`src/pkg/fcs_pkg.sv`:
```
// Constants and carrier types for the frequency command selector.
// How it works
// - No analog switch terminal assigned: command is voltage plus current input.
// - Pair select 00 with switch terminal: off voltage, on current input.
// - Pair select 02: switch off voltage input, switch on remote knob.
// - Pair select 03: switch off current input, switch on remote knob.
// - Full analog span maps linearly from zero to maximum frequency.
// - Preset speeds 1 to 15 override the frequency source selection.
// - Priority: forced terminal, then forced operation, then jog.
// - Preset mode 00 selects binary decoding, 01 selects one-hot bit decoding.
// - Binary mode: four terminals form index 0 to 15, fourth is MSB.
// - Bit mode: active one-hot terminal picks speed 1 to 7, none picks 0.
// - Function codes 02 to 05 map binary speed bits to any terminal.
// - Function codes 32 to 38 map one-hot speed bits to any terminal.
// - Setpoint write also stores the value into the selected preset entry.
// - All preset terminals off: speed 0 from the selected frequency source.
// - Preset speed zero is the command when source select is parameter (02).
// - Settling time 0 to 200 in 10 ms steps confirms binary-mode preset changes.
// - Binary mode latches new index only after settling since the last edge.
// - Bit mode with several terminals on picks the lowest numbered one.
package fcs_pkg;
   // Sizes
   localparam int NTERM = 7;
   localparam int FW    = 16;  // Frequency in 0.01 Hz
   localparam int AW    = 10;  // Converter width
   localparam int NPRE  = 16;
   localparam int IW    = 4;
   localparam int CW    = 7;   // Function code width
   localparam int SW    = 8;   // Settle setting width

   // Input function codes
   localparam logic [CW-1:0] FN_BIN0    = 7'h02;
   localparam logic [CW-1:0] FN_JOG     = 7'h06;
   localparam logic [CW-1:0] FN_SWITCH  = 7'h10;
   localparam logic [CW-1:0] FN_FORCEOP = 7'h1f;
   localparam logic [CW-1:0] FN_HOT0    = 7'h20;
   localparam logic [CW-1:0] FN_FORCETM = 7'h33;
   localparam int            NBIN       = 4;
   localparam int            NHOT       = 7;

   // Setting encodings
   localparam logic [1:0] PAIR_VC = 2'h0;
   localparam logic [1:0] PAIR_VK = 2'h2;
   localparam logic [1:0] PAIR_CK = 2'h3;
   localparam logic [1:0] SRC_KNOB  = 2'h0;
   localparam logic [1:0] SRC_TERM  = 2'h1;
   localparam logic [1:0] SRC_PARAM = 2'h2;
   localparam logic       MODE_BIN  = 1'b0;
   localparam logic       MODE_HOT  = 1'b1;

   // Analog full scale and settle timing
   localparam logic [AW-1:0] ANA_FULL = 10'h3ff;
   localparam int SETTLE_STEP_MS  = 10;
   localparam int CLK_HZ          = 20_000_000;
   localparam int SETTLE_STEP_CYC = CLK_HZ / 1000 * SETTLE_STEP_MS;
   localparam logic [SW-1:0] SETTLE_MAX = 8'hc8;

   // Reset values
   localparam logic [FW-1:0] FREQ_RST = 16'h0000;
   localparam logic [IW-1:0] IDX_RST  = 4'h0;

   typedef logic [NTERM-1:0][CW-1:0] fcs_fnmap_t;

   typedef struct packed {
      logic [1:0]    pair_sel;
      logic [1:0]    src_sel;
      logic          mode;
      logic [SW-1:0] settle;
      logic [FW-1:0] max_freq;
      logic [FW-1:0] jog_freq;
      logic [FW-1:0] force_op_freq;
   } fcs_cfg_t;

   typedef struct packed {
      logic [AW-1:0] volt;
      logic [AW-1:0] curr;
      logic [AW-1:0] knob;
   } fcs_ana_t;

   typedef enum logic [2:0] {
      SEL_SPEED0, SEL_PRESET, SEL_JOG, SEL_FORCEOP, SEL_FORCETM
   } fcs_sel_t;
endpackage

```
`src/fcs_preset_mem.sv`:
```
// Preset speed table with one write port and a registered read port.
`timescale 1ns/10ps
`default_nettype none
module fcs_preset_mem
   import fcs_pkg::*;
#(
   parameter int DEPTH = NPRE,
   parameter int WIDTH = FW
) (
   // Clock and reset
   input  wire logic                     clk_i,
   input  wire logic                     arst_n_i,
   // Write port
   input  wire logic                     wr_i,
   input  wire logic [$clog2(DEPTH)-1:0] waddr_i,
   input  wire logic [WIDTH-1:0]         wdata_i,
   // Read port
   input  wire logic [$clog2(DEPTH)-1:0] raddr_i,
   output logic      [WIDTH-1:0]         rdata_o
);
   logic [WIDTH-1:0] mem_q [DEPTH];

   // Storage; no reset so it maps to plain RAM
   always_ff @(posedge clk_i) begin
      if (wr_i) begin
         mem_q[waddr_i] <= wdata_i;
      end
   end

   // Read data from a register, write-through for same-cycle update
   always_ff @(posedge clk_i or negedge arst_n_i) begin
      if (!arst_n_i) begin
         rdata_o <= '0;
      end else if (wr_i && waddr_i == raddr_i) begin
         rdata_o <= wdata_i;
      end else begin
         rdata_o <= mem_q[raddr_i];
      end
   end
endmodule
`default_nettype wire

```
`src/fcs_top.sv`:
```
// Frequency command selector: analog pairing, preset decode, priority.
`timescale 1ns/10ps
`default_nettype none
module fcs_top
   import fcs_pkg::*;
#(
   parameter int STEP_CYC = SETTLE_STEP_CYC
) (
   // Clock and reset
   input  wire logic             CLK_I,
   input  wire logic             ARST_N_I,
   // Terminal pins and their function assignment
   input  wire logic [NTERM-1:0] TERM_I,
   input  wire fcs_fnmap_t       FUNC_ASSIGN_I,
   // Settings
   input  wire fcs_cfg_t         CFG_I,
   // Digitised analog inputs
   input  wire fcs_ana_t         ANA_I,
   // Setpoint monitor write
   input  wire logic             SETPT_WR_I,
   input  wire logic [FW-1:0]    SETPT_DATA_I,
   // Direct preset table write
   input  wire logic             PRESET_WR_I,
   input  wire logic [IW-1:0]    PRESET_ADDR_I,
   input  wire logic [FW-1:0]    PRESET_DATA_I,
   // Results
   output logic      [FW-1:0]    FREQ_CMD_O,
   output logic      [IW-1:0]    PRESET_IDX_O,
   output var fcs_sel_t          CMD_SEL_O,
   output logic                  SETTLING_O
);
   localparam int TCW = $clog2(STEP_CYC + 1);

   logic [NTERM-1:0] s1_q, s2_q, s3_q, term_q;
   logic [NBIN-1:0]  bin_bits;
   logic [NHOT-1:0]  hot_bits;
   logic             sw_on, sw_assigned, jog_on, fop_on, ftm_on;
   logic [IW-1:0]    bin_idx, hot_idx, live_idx;
   logic [IW-1:0]    idx_q;
   logic [NBIN-1:0]  bin_prev_q;
   logic             bin_edge;
   logic             settle_req;
   logic [SW-1:0]    settle_lim;
   logic [TCW-1:0]   div_q;
   logic [SW-1:0]    steps_q;
   logic             tick;
   logic [FW-1:0]    volt_f, curr_f, knob_f, term_f, src_f, pre_f;
   logic [FW:0]      sum_f;
   logic             mem_wr;
   logic [IW-1:0]    mem_waddr;
   logic [FW-1:0]    mem_wdata;
   fcs_sel_t         sel;

   typedef enum logic {ST_STABLE, ST_SETTLE} fcs_st_t;
   fcs_st_t st_q;

   // Three-stage pin synchroniser; a change counts once stages two and three agree
   // Stage one may be metastable, so nothing but stage two reads it
   always_ff @(posedge CLK_I or negedge ARST_N_I) begin
      if (!ARST_N_I) begin
         s1_q   <= '0;
         s2_q   <= '0;
         s3_q   <= '0;
         term_q <= '0;
      end else begin
         s1_q <= TERM_I;
         s2_q <= s1_q;
         s3_q <= s2_q;
         for (int t = 0; t < NTERM; t++) begin
            if (s2_q[t] == s3_q[t]) begin
               term_q[t] <= s3_q[t];
            end
         end
      end
   end

   // Preset speed functions; unassigned functions stay off
   always_comb begin
      bin_bits = '0;
      hot_bits = '0;
      for (int t = 0; t < NTERM; t++) begin
         for (int b = 0; b < NBIN; b++) begin
            if (FUNC_ASSIGN_I[t] == FN_BIN0 + CW'(b)) begin
               bin_bits[b] = bin_bits[b] | term_q[t];
            end
         end
         for (int h = 0; h < NHOT; h++) begin
            if (FUNC_ASSIGN_I[t] == FN_HOT0 + CW'(h)) begin
               hot_bits[h] = hot_bits[h] | term_q[t];
            end
         end
      end
   end

   // Switch and forcing functions; several terminals with one function are ORed
   always_comb begin
      sw_on       = 1'b0;
      sw_assigned = 1'b0;
      jog_on      = 1'b0;
      fop_on      = 1'b0;
      ftm_on      = 1'b0;
      for (int t = 0; t < NTERM; t++) begin
         if (FUNC_ASSIGN_I[t] == FN_SWITCH) begin
            sw_assigned = 1'b1;
            sw_on       = sw_on | term_q[t];
         end
         if (FUNC_ASSIGN_I[t] == FN_JOG) begin
            jog_on = jog_on | term_q[t];
         end
         if (FUNC_ASSIGN_I[t] == FN_FORCEOP) begin
            fop_on = fop_on | term_q[t];
         end
         if (FUNC_ASSIGN_I[t] == FN_FORCETM) begin
            ftm_on = ftm_on | term_q[t];
         end
      end
   end

   // Binary index, fourth bit most significant
   assign bin_idx = bin_bits;

   // One-hot index; scanning downward leaves the lowest active bit
   always_comb begin
      hot_idx = '0;
      for (int h = NHOT - 1; h >= 0; h--) begin
         if (hot_bits[h]) begin
            hot_idx = IW'(h + 1);
         end
      end
   end

   assign live_idx = (CFG_I.mode == MODE_HOT) ? hot_idx : bin_idx;
   assign bin_edge = (bin_bits != bin_prev_q);

   // An edge opens a wait only when a settle time is set
   assign settle_req = bin_edge && (CFG_I.settle != '0);

   // Settings past the top of the range run the longest wait
   assign settle_lim = (CFG_I.settle > SETTLE_MAX) ? SETTLE_MAX : CFG_I.settle;

   // Edge memory for the binary speed bits
   // Resets to the idle level so a release gives no false edge
   always_ff @(posedge CLK_I or negedge ARST_N_I) begin
      if (!ARST_N_I) begin
         bin_prev_q <= '0;
      end else begin
         bin_prev_q <= bin_bits;
      end
   end

   // Step divider: one tick per settle step, restarted by any edge
   // Held at zero while stable so the first step is a full one
   always_ff @(posedge CLK_I or negedge ARST_N_I) begin
      if (!ARST_N_I) begin
         div_q <= '0;
      end else if (bin_edge || st_q == ST_STABLE || tick) begin
         div_q <= '0;
      end else begin
         div_q <= div_q + TCW'(1);
      end
   end
   assign tick = (st_q == ST_SETTLE) && (div_q == TCW'(STEP_CYC - 1));

   // Settle sequencer; a new edge restarts the whole wait
   always_ff @(posedge CLK_I or negedge ARST_N_I) begin
      if (!ARST_N_I) begin
         st_q    <= ST_STABLE;
         steps_q <= '0;
      end else if (CFG_I.mode == MODE_HOT) begin
         // Bit mode never waits
         st_q    <= ST_STABLE;
         steps_q <= '0;
      end else if (settle_req) begin
         st_q    <= ST_SETTLE;
         steps_q <= settle_lim;
      end else begin
         unique case (st_q)
            ST_STABLE: st_q <= ST_STABLE;
            ST_SETTLE: begin
               if (tick) begin
                  steps_q <= steps_q - SW'(1);
                  if (steps_q == SW'(1)) begin
                     st_q <= ST_STABLE;
                  end
               end
            end
         endcase
      end
   end

   // Confirmed preset index; binary mode waits for the settle sequencer
   always_ff @(posedge CLK_I or negedge ARST_N_I) begin
      if (!ARST_N_I) begin
         idx_q <= IDX_RST;
      end else if (CFG_I.mode == MODE_HOT) begin
         // Bit mode follows the terminals at once
         idx_q <= live_idx;
      end else if (st_q == ST_STABLE && !settle_req) begin
         idx_q <= live_idx;
      end
   end

   // Setpoint writes land in the selected preset; direct writes otherwise
   // A direct write in the same cycle as a setpoint write is dropped
   assign mem_wr    = SETPT_WR_I | PRESET_WR_I;
   assign mem_waddr = SETPT_WR_I ? idx_q : PRESET_ADDR_I;
   assign mem_wdata = SETPT_WR_I ? SETPT_DATA_I : PRESET_DATA_I;

   fcs_preset_mem #(
      .DEPTH (NPRE),
      .WIDTH (FW)
   ) u_mem (
      .clk_i    (CLK_I),
      .arst_n_i (ARST_N_I),
      .wr_i     (mem_wr),
      .waddr_i  (mem_waddr),
      .wdata_i  (mem_wdata),
      .raddr_i  (idx_q),
      .rdata_o  (pre_f)
   );

   // Linear scaling of one converter value onto zero..maximum
   // Truncating divide; the full code lands exactly on the maximum
   function automatic logic [FW-1:0] scale(input logic [AW-1:0] a,
                                           input logic [FW-1:0] fmax);
      logic [FW+AW-1:0] p;
      p = (FW + AW)'(a) * (FW + AW)'(fmax);
      return FW'(p / (FW + AW)'(ANA_FULL));
   endfunction

   assign volt_f = scale(ANA_I.volt, CFG_I.max_freq);
   assign curr_f = scale(ANA_I.curr, CFG_I.max_freq);
   assign knob_f = scale(ANA_I.knob, CFG_I.max_freq);
   assign sum_f  = {1'b0, volt_f} + {1'b0, curr_f};

   // Terminal command: sum when unswitched, otherwise the chosen pair
   always_comb begin
      if (!sw_assigned) begin
         // Clamp so the sum never exceeds maximum frequency
         term_f = (sum_f > {1'b0, CFG_I.max_freq}) ? CFG_I.max_freq
                                                    : sum_f[FW-1:0];
      end else begin
         unique case (CFG_I.pair_sel)
            PAIR_VK: term_f = sw_on ? knob_f : volt_f;
            PAIR_CK: term_f = sw_on ? knob_f : curr_f;
            default: term_f = sw_on ? curr_f : volt_f;
         endcase
      end
   end

   // Speed-zero source
   // Code 03 has no source of its own and falls back to the knob
   always_comb begin
      unique case (CFG_I.src_sel)
         SRC_TERM:  src_f = term_f;
         SRC_PARAM: src_f = pre_f;
         default:   src_f = knob_f;
      endcase
   end

   // Priority among forcing functions, then presets, then the source
   always_comb begin
      if (ftm_on) begin
         sel = SEL_FORCETM;
      end else if (fop_on) begin
         sel = SEL_FORCEOP;
      end else if (jog_on) begin
         sel = SEL_JOG;
      end else if (idx_q != '0) begin
         sel = SEL_PRESET;
      end else begin
         sel = SEL_SPEED0;
      end
   end

   // Source, index and settle flag registers
   always_ff @(posedge CLK_I or negedge ARST_N_I) begin
      if (!ARST_N_I) begin
         CMD_SEL_O    <= SEL_SPEED0;
         PRESET_IDX_O <= IDX_RST;
         SETTLING_O   <= 1'b0;
      end else begin
         CMD_SEL_O    <= sel;
         PRESET_IDX_O <= idx_q;
         SETTLING_O   <= (st_q == ST_SETTLE);
      end
   end

   // Frequency register; keeps glitches of the source mux off the output
   always_ff @(posedge CLK_I or negedge ARST_N_I) begin
      if (!ARST_N_I) begin
         FREQ_CMD_O <= FREQ_RST;
      end else begin
         unique case (sel)
            SEL_FORCETM: FREQ_CMD_O <= term_f;
            SEL_FORCEOP: FREQ_CMD_O <= CFG_I.force_op_freq;
            SEL_JOG:     FREQ_CMD_O <= CFG_I.jog_freq;
            SEL_PRESET:  FREQ_CMD_O <= pre_f;
            SEL_SPEED0:  FREQ_CMD_O <= src_f;
         endcase
      end
   end
endmodule
`default_nettype wire

```
`config.mk`:
```
export PLATFORM = sky130hd
export DESIGN_NAME = fcs_top
export DESIGN_NICKNAME = d
export VERILOG_FILES = /design/src/pkg/fcs_pkg.sv /design/src/fcs_preset_mem.sv /design/src/fcs_top.sv
export SDC_FILE = /design/constraint.sdc
export NUM_CORES = 2
export LEC_CHECK = 0
export BUFFER_PORTS_ARGS = -buffer_cell sky130_fd_sc_hd__buf_2
export CAP_MARGIN = 15
export CELL_PAD_IN_SITES_DETAIL_PLACEMENT = 0
export CELL_PAD_IN_SITES_GLOBAL_PLACEMENT = 1
export CORE_ASPECT_RATIO = 1.4
export CORE_MARGIN = 3
export CORE_UTILIZATION = 45
export CTS_BUF_LIST = sky130_fd_sc_hd__clkbuf_4
export DETAILED_ROUTE_END_ITERATION = 6
export MAX_ROUTING_LAYER = met4
export PLACE_DENSITY = 0.76
export SETUP_SLACK_MARGIN = 0.3
export SYNTH_ARGS = -nofsm -noshare
export SYNTH_HDL_FRONTEND = slang
export SYNTH_HIERARCHICAL = 1
export SYNTH_SLANG_ARGS = --single-unit
```
`constraint.sdc`:
```
create_clock -name CLK_I -period 3.2 [get_ports CLK_I]
set_clock_uncertainty 0.1 [all_clocks]
set_input_delay 0.16 -clock CLK_I [delete_from_list [all_inputs] [get_ports CLK_I]]
set_output_delay 0.16 -clock CLK_I [all_outputs]
set_load 0.03 [all_outputs]
```
# Word level (Yosys, flattened, before mapping)
# Memories as Yosys holds them, arrays and structs flattened. A register that Yosys moved wholly into a read port is not among the register bits.
# Index checks and enable logic that the tools add are counted.
[word_totals]
ff_bits = 87
latch_bits = 0
mem_bits_rw = 256
rom_bits = 0
inputBits = 187
out_inout_bits = 24
n_memories = 1
[mem_list]
columns = ["name", "words", "word_bits", "rd", "rd_clocked_by_memory_dff", "wr", "line_no", "text"]
rows = [
  ["u_mem.mem_q", 16, 16, 1, 1, 1, "fcs_preset_mem.sv:21", "logic [WIDTH-1:0] mem_q [DEPTH];"],
]
[op_classes]
n_addsub = 3
mul = 3
n_div = 3
order_cmp = 2
eq_ne = 123
n_shift = 0
mux = 149
bitwise = 92
reduce_logical = 14
[ops]
columns = ["operator", "n"]
rows = [
  ["7-bit by 6-bit == test with 1-bit output, second input constant", 56],
  ["7-bit by 3-bit == test with 1-bit output, second input constant", 21],
  ["1-bit two-way mux", 119],
  ["7-bit by 2-bit == test with 1-bit output, second input constant", 14],
  ["7-bit by 5-bit == test with 1-bit output, second input constant", 14],
  ["16-bit two-way mux", 6],
  ["1-bit OR", 91],
  ["16-bit one-hot mux with 5 select lines", 1],
  ["26-bit by 10-bit divider with 26-bit output, second input constant", 3],
  ["10-bit by 16-bit multiplier with 26-bit output", 3],
  ["16-bit one-hot mux with 2 select lines", 2],
  ["4-bit two-way mux", 10],
  ["8-bit two-way mux", 5],
  ["18-bit by 1-bit adder with 18-bit output, second input constant", 1],
  ["18-bit == test, second input constant", 1],
  ["18-bit two-way mux", 1],
  ["16-bit by 16-bit adder with 17-bit output", 1],
  ["17-bit by 16-bit > comparator with 1-bit output", 1],
  ["8-bit by 1-bit == test with 1-bit output, second input constant", 1],
  ["8-bit > comparator, second input constant", 1],
  ["8-bit nonzero test", 1],
  ["8-bit by 1-bit subtractor with 8-bit output, second input constant", 1],
  ["1-bit == test", 7],
  ["2-bit == test, second input constant", 3],
  ["other kinds (17)", 25],
]

# Logic depth before layout (Yosys ltp)
[logic_depth]
ltp_word = 24
depth_mapped = 103

# By module
# Netlist, hierarchy kept.
[modules_own_cells]
columns = ["module", "n_inst", "cells_per_inst", "area_per_inst_um2", "seq_area_each_um2"]
rows = [
  ["fcs_top", 1, 5310, 40383.7, 2177.1],
  ["fcs_preset_mem", 1, 452, 10506.3, 8087.8],
]

# Worst setup path before layout
# Ideal clock, no wire load.
[synth_timing]
kind = "input-to-reg"
start = "input CFG_I[32] (netlist bit)"
end = "register FREQ_CMD_O[7]"
setup_time_ns = 0.138
arrival_time_ns = 20.712
required_ns = 2.962
slack_ns = -17.751
path_stages = 86
path_buffers = 6
path_cell_list = "clkbuf_1 -> clkbuf_1 -> nand2_1 -> fa_1 -> fa_1 -> inv_1 -> fa_1 -> fa_1 -> fa_1 -> ha_1 -> clkbuf_1 -> a2111o_1 -> o211a_1 -> o2111ai_1 -> nand3_1 -> or4_1 -> nor3_2 -> mux2i_1 -> [50 not listed] -> xnor2_1 -> ha_1 -> a21o_1 -> a21o_1 -> a21oi_1 -> o21ai_0 -> a21o_1 -> a21o_1 -> a21oi_1 -> nor2_1 -> nor3_1 -> clkbuf_1 -> mux2i_1 -> nor2_1 -> a31oi_1 -> inv_1 -> a222oi_1 -> o21ai_0"
[synth_via]
elab_chain_len = 8
[synth_rtl]
columns = ["element", "line_no", "text"]
rows = [
  ["start: declaration", "fcs_top.sv:16", "input wire fcs_cfg_t CFG_I,"],
  ["10-bit by 16-bit multiplier with 26-bit output", "fcs_top.sv:227", "p = (FW + AW)'(a) * (FW + AW)'(fmax);"],
  ["26-bit by 10-bit divider with 26-bit output", "fcs_top.sv:228", "return FW'(p / (FW + AW)'(ANA_FULL));"],
  ["16-bit by 16-bit adder with 17-bit output", "fcs_top.sv:234", "assign sum_f = {1'b0, volt_f} + {1'b0, curr_f};"],
  ["17-bit by 16-bit > comparator with 1-bit output", "fcs_top.sv:240", "term_f = (sum_f > {1'b0, CFG_I.max_freq}) ? CFG_I.max_freq"],
  ["16-bit two-way mux", "fcs_top.sv:240", ""],
  ["16-bit two-way mux", "fcs_top.sv:238", "if (!sw_assigned) begin"],
  ["16-bit one-hot mux with 2 select lines", "fcs_top.sv:254", "unique case (CFG_I.src_sel)"],
  ["16-bit one-hot mux with 5 select lines (*)", "fcs_top.sv:294", "unique case (sel)"],
  ["end signal: assignment", "fcs_top.sv:295", "SEL_FORCETM: FREQ_CMD_O <= term_f;"],
  ["end signal: assignment", "fcs_top.sv:296", "SEL_FORCEOP: FREQ_CMD_O <= CFG_I.force_op_freq;"],
  ["end signal: assignment", "fcs_top.sv:297", "SEL_JOG: FREQ_CMD_O <= CFG_I.jog_freq;"],
  ["end: declaration", "fcs_top.sv:27", "output logic [FW-1:0] FREQ_CMD_O,"],
]
# Mark *: on every way between the ends. The rest lies on a longest branch, timed or not.
# A chain may end at the register's enable or synchronous reset.

# Worst setup path after layout
[layout_timing]
start = "input ANA_I[13] (netlist bit)"
end = "register FREQ_CMD_O[0]"
[layout_via]
elab_chain_len = 8
[layout_rtl]
columns = ["element", "line_no", "text"]
rows = [
  ["start: declaration", "fcs_top.sv:18", "input wire fcs_ana_t ANA_I,"],
  ["10-bit by 16-bit multiplier with 26-bit output (*)", "fcs_top.sv:227", ""],
  ["26-bit by 10-bit divider with 26-bit output (*)", "fcs_top.sv:228", ""],
  ["16-bit by 16-bit adder with 17-bit output", "fcs_top.sv:234", ""],
  ["17-bit by 16-bit > comparator with 1-bit output", "fcs_top.sv:240", ""],
  ["16-bit two-way mux", "fcs_top.sv:240", ""],
  ["16-bit two-way mux (*)", "fcs_top.sv:238", ""],
  ["16-bit one-hot mux with 2 select lines", "fcs_top.sv:254", ""],
  ["16-bit one-hot mux with 5 select lines (*)", "fcs_top.sv:294", ""],
]
# Marked as above.

==> results.cfg <==
[outcome]
status = finished with violations
violations = setup timing

[clock_network]
cts.sink_count = 359
htree_levels = 3
cts_tree = built
numCtsBuffers = 68
clk_pin_slew_ns = 0.10
cts_max_path_buffers = 3
insertion_delay_ns = 0.79
cts_root_buf = clkbuf_4

[sta]
finalMaxSlewViolations = 0
post-route-period-util_pct = 621.3
hold_ws_ns = 0.1087
rsz0062_at_grt = true
tightest_slew_ns = 1.100
setup_slack_ns = -16.68
setup_viol = 16
finalCriticalPeriod_ns = 19.88
slew_headroom_pct = 26.67
clock.fmax_mhz = 50.30
hold_viol_final = 0

[yosys]
ys_types = 167
ys_seq_elements = 359
synth-edff-count = 256
syn_area_sq_mm = 0.05089
syn_inst = 5762
synthFlopType = edfxtp_1
synth_area_leaders = edfxtp_1 (15%), fa_1 (13%), ha_1 (5.5%), dfrtp_1 (5.1%), nand2_1 (4.8%)
seq_area_frac_synth_pct = 20.17
post_synth.cell_area_avg_sq_um = 8.832
ys_warn_count = 6
yosys.area.top_type_share_pct = 15.11
yosys.area.top_type = edfxtp_1
syn_nets = 6503
async_reset_ff_share_pct = 28.69

[die]
dieHeight_microns = 403.9
die_width_microns = 290.2
start_util_pct = 45.46
die_area_sq_mm = 0.1172
ioPinCount = 211
std_cell_rows = 145
core_area_sq_mm = 0.1119

[routing]
wl_per_cell_microns = 21.02
num_vias = 55670
vias_per_cell = 5.818
wirelength_microns = 201100
drt-initial-drc-count = 3607
drtAntennaViolNets = 0
firstDrtPassIters = 6
drc = 0

[worst_setup_path]
crit_type = input pin to flip-flop
cp-start-kind = input pin
slowest_delay_ns = 0.57
path_common_cell = buf_4
r2r.worst_path.cells = 13
crit_required_ns = 3.78
endpoint = FREQ_CMD_O[0]
r2r-end = FREQ_CMD_O[5]
end_kind = flip-flop
arrival_ns = 20.46
crit_fanout = 7
crit_start = ANA_I[13]
rrSetupSlack_ns = -0.21
r2r-start = term_q[0]
critPathSlowestCell = fa_1

[min_path]
hold_class = input pin to flip-flop

[job]
cap_viol_max_count = 0

[final_layout]
fin_nets = 8779
syn_to_final_growth_pct = 48.56
finalNonFillerCells = 9569
drive_gt1_share_pct = 42.52

[global_route]
grt_overflow = 0
grt_usage_pct = 33.70
grt_pass1_wl_microns = 309600
grt_max_degree = 69
antenna_found_initial = 11
grt_pass1_vias = 57610

[placed_design]
place_inst = 9081
gp_congestion = 1.009
dp_hpwl_microns = 153000
io_buffers = 210
## worst min path at each step
stage,from,end,slack (ns),depth (start not counted)
finish,FUNC_ASSIGN_I[34],FREQ_CMD_O[1],0.11,6
floorplan,ARST_N_I,CMD_SEL_O[0],-0.24,0
detailed placement,TERM_I[3],s1_q[3],0.17,1
global placement,TERM_I[4],s1_q[4],0.17,1
global route,CFG_I[3],FREQ_CMD_O[3],0.11,4
CTS,FUNC_ASSIGN_I[19],CMD_SEL_O[2],0.003,4
## registers in the layout, indices dropped and copies added (netlist names), 7 cells and up
name / cells
steps_q: 8
s2_q: 7
s1_q: 7
u_mem/mem_q: 256
u_mem/rdata_o: 16
FREQ_CMD_O: 16
div_q: 18
s3_q: 7
term_q: 7
## metal layers
metal | up-vias | share of wire [%] | global-route usage, %
li1 | 25890 | - | -
met4 | 0 | 5.5 | 16.49
met5 | - | 0 | -
met2 | 1919 | 52 | 60.68
met1 | 27270 | 38 | 37.73
met3 | 585 | 4.7 | 2.580
## worst max-delay path: cells and delay by family
family          cells  cell delay, ns
compound gates     23            4.94
simple gates       19            5.00
mux                 3            0.61
buf+inv            49            6.18
fa+ha+maj           8            3.36
xor+xnor            2            0.20
## synthesized netlist by cell type, types with 59 or more instances
cell        n
mux4_2     64
and3_1     73
a21o_1     67
nor3_1    154
edfxtp_1  256
dfrtp_1   103
inv_1     385
fa_1      331
nand4_1    72
nand2b_1   59
mux2i_1    90
o21ai_0   199
and2_1    288
nand3_1   156
ha_1      223
nor4_1     78
xnor2_1   149
xor2_1     85
a31oi_1    71
nand2_1   645
nor2_1    362
mux2_2     62
a21oi_1   266
clkbuf_1  140
a211oi_1   76
o211ai_1   81
## cells in the final DEF, fill, tap and decap left out, drive strengths merged, types with 30 or more instances in the layout
cell type and n:
o21ai 269, clkbuf 97, or3 57, a21o 69, mux4 64, and2 295
ha 223, o22ai 46, o21a 52, o211ai 88, o211a 30, o31ai 50
fa 331, nor4 89, mux2 67, or4 35, nor2 368, and4 37
mux2i 91, xor2 86, a211oi 88, nor3 171, nand4 81, or2 51
nand3 159, and3 83, xnor2 151, buf 2345, nand2b 59, dfrtp 103
nand2 650, nor2b 45, inv 392, a31oi 79, a21oi 279, edfxtp 256
dlygate4sd3 104
## cells by family after synthesis
group,share of synthesized area (%)
AO/OA/AOI/OAI,22.01
AND/OR/NAND/NOR,23.31
multiplexers,6.112
buffers and inverters,5.419
adder cells (fa/ha/maj),18.76
flip-flops,20.17
XOR/XNOR,4.212
## area by class of cell
class,instances,area (sq um)
Antenna cell,9,22.52
Clock buffer,94,705.7
Clock inverter,28,214.0
Fill cell,9081,36330
Inverter,393,1478
Multi-Input combinational cell,4764,41900
Sequential cell,359,10270
Tap cell,1470,1839
Timing Repair Buffer,2452,19170
## per-stage QoR
| step | util [%] | TNS, ns | instance area, sq um | setup slack, ns |
|---|---|---|---|---|
| 3_5_place_dp | 60.47 | -289.59 | 67690 | -18.20 |
| 3_3_place_gp | 60.47 | -289.00 | 67690 | -18.15 |
| 4_1_cts | 64.67 | -258.32 | 72390 | -16.22 |
| 6_report | 67.54 | -263.14 | 75600 | -16.68 |
| 5_1_grt | 67.54 | -276.47 | 75600 | -17.41 |
| 2_1_floorplan | - | -264.66 | 51740 | -16.78 |
## repair_timing
action                                 CTS  global route
setup endpoints to repair               47            51
endpoints found under the hold margin  420             0
setup buffers                          122           122
pin swaps                              195           234
gates resized for setup                376           452
cloned                                   4             4
hold buffers                           105             0
Power is left out: the tool's default activity adds up to more than one toggle a clock period on the data nets, which glitch-free logic cannot reach.
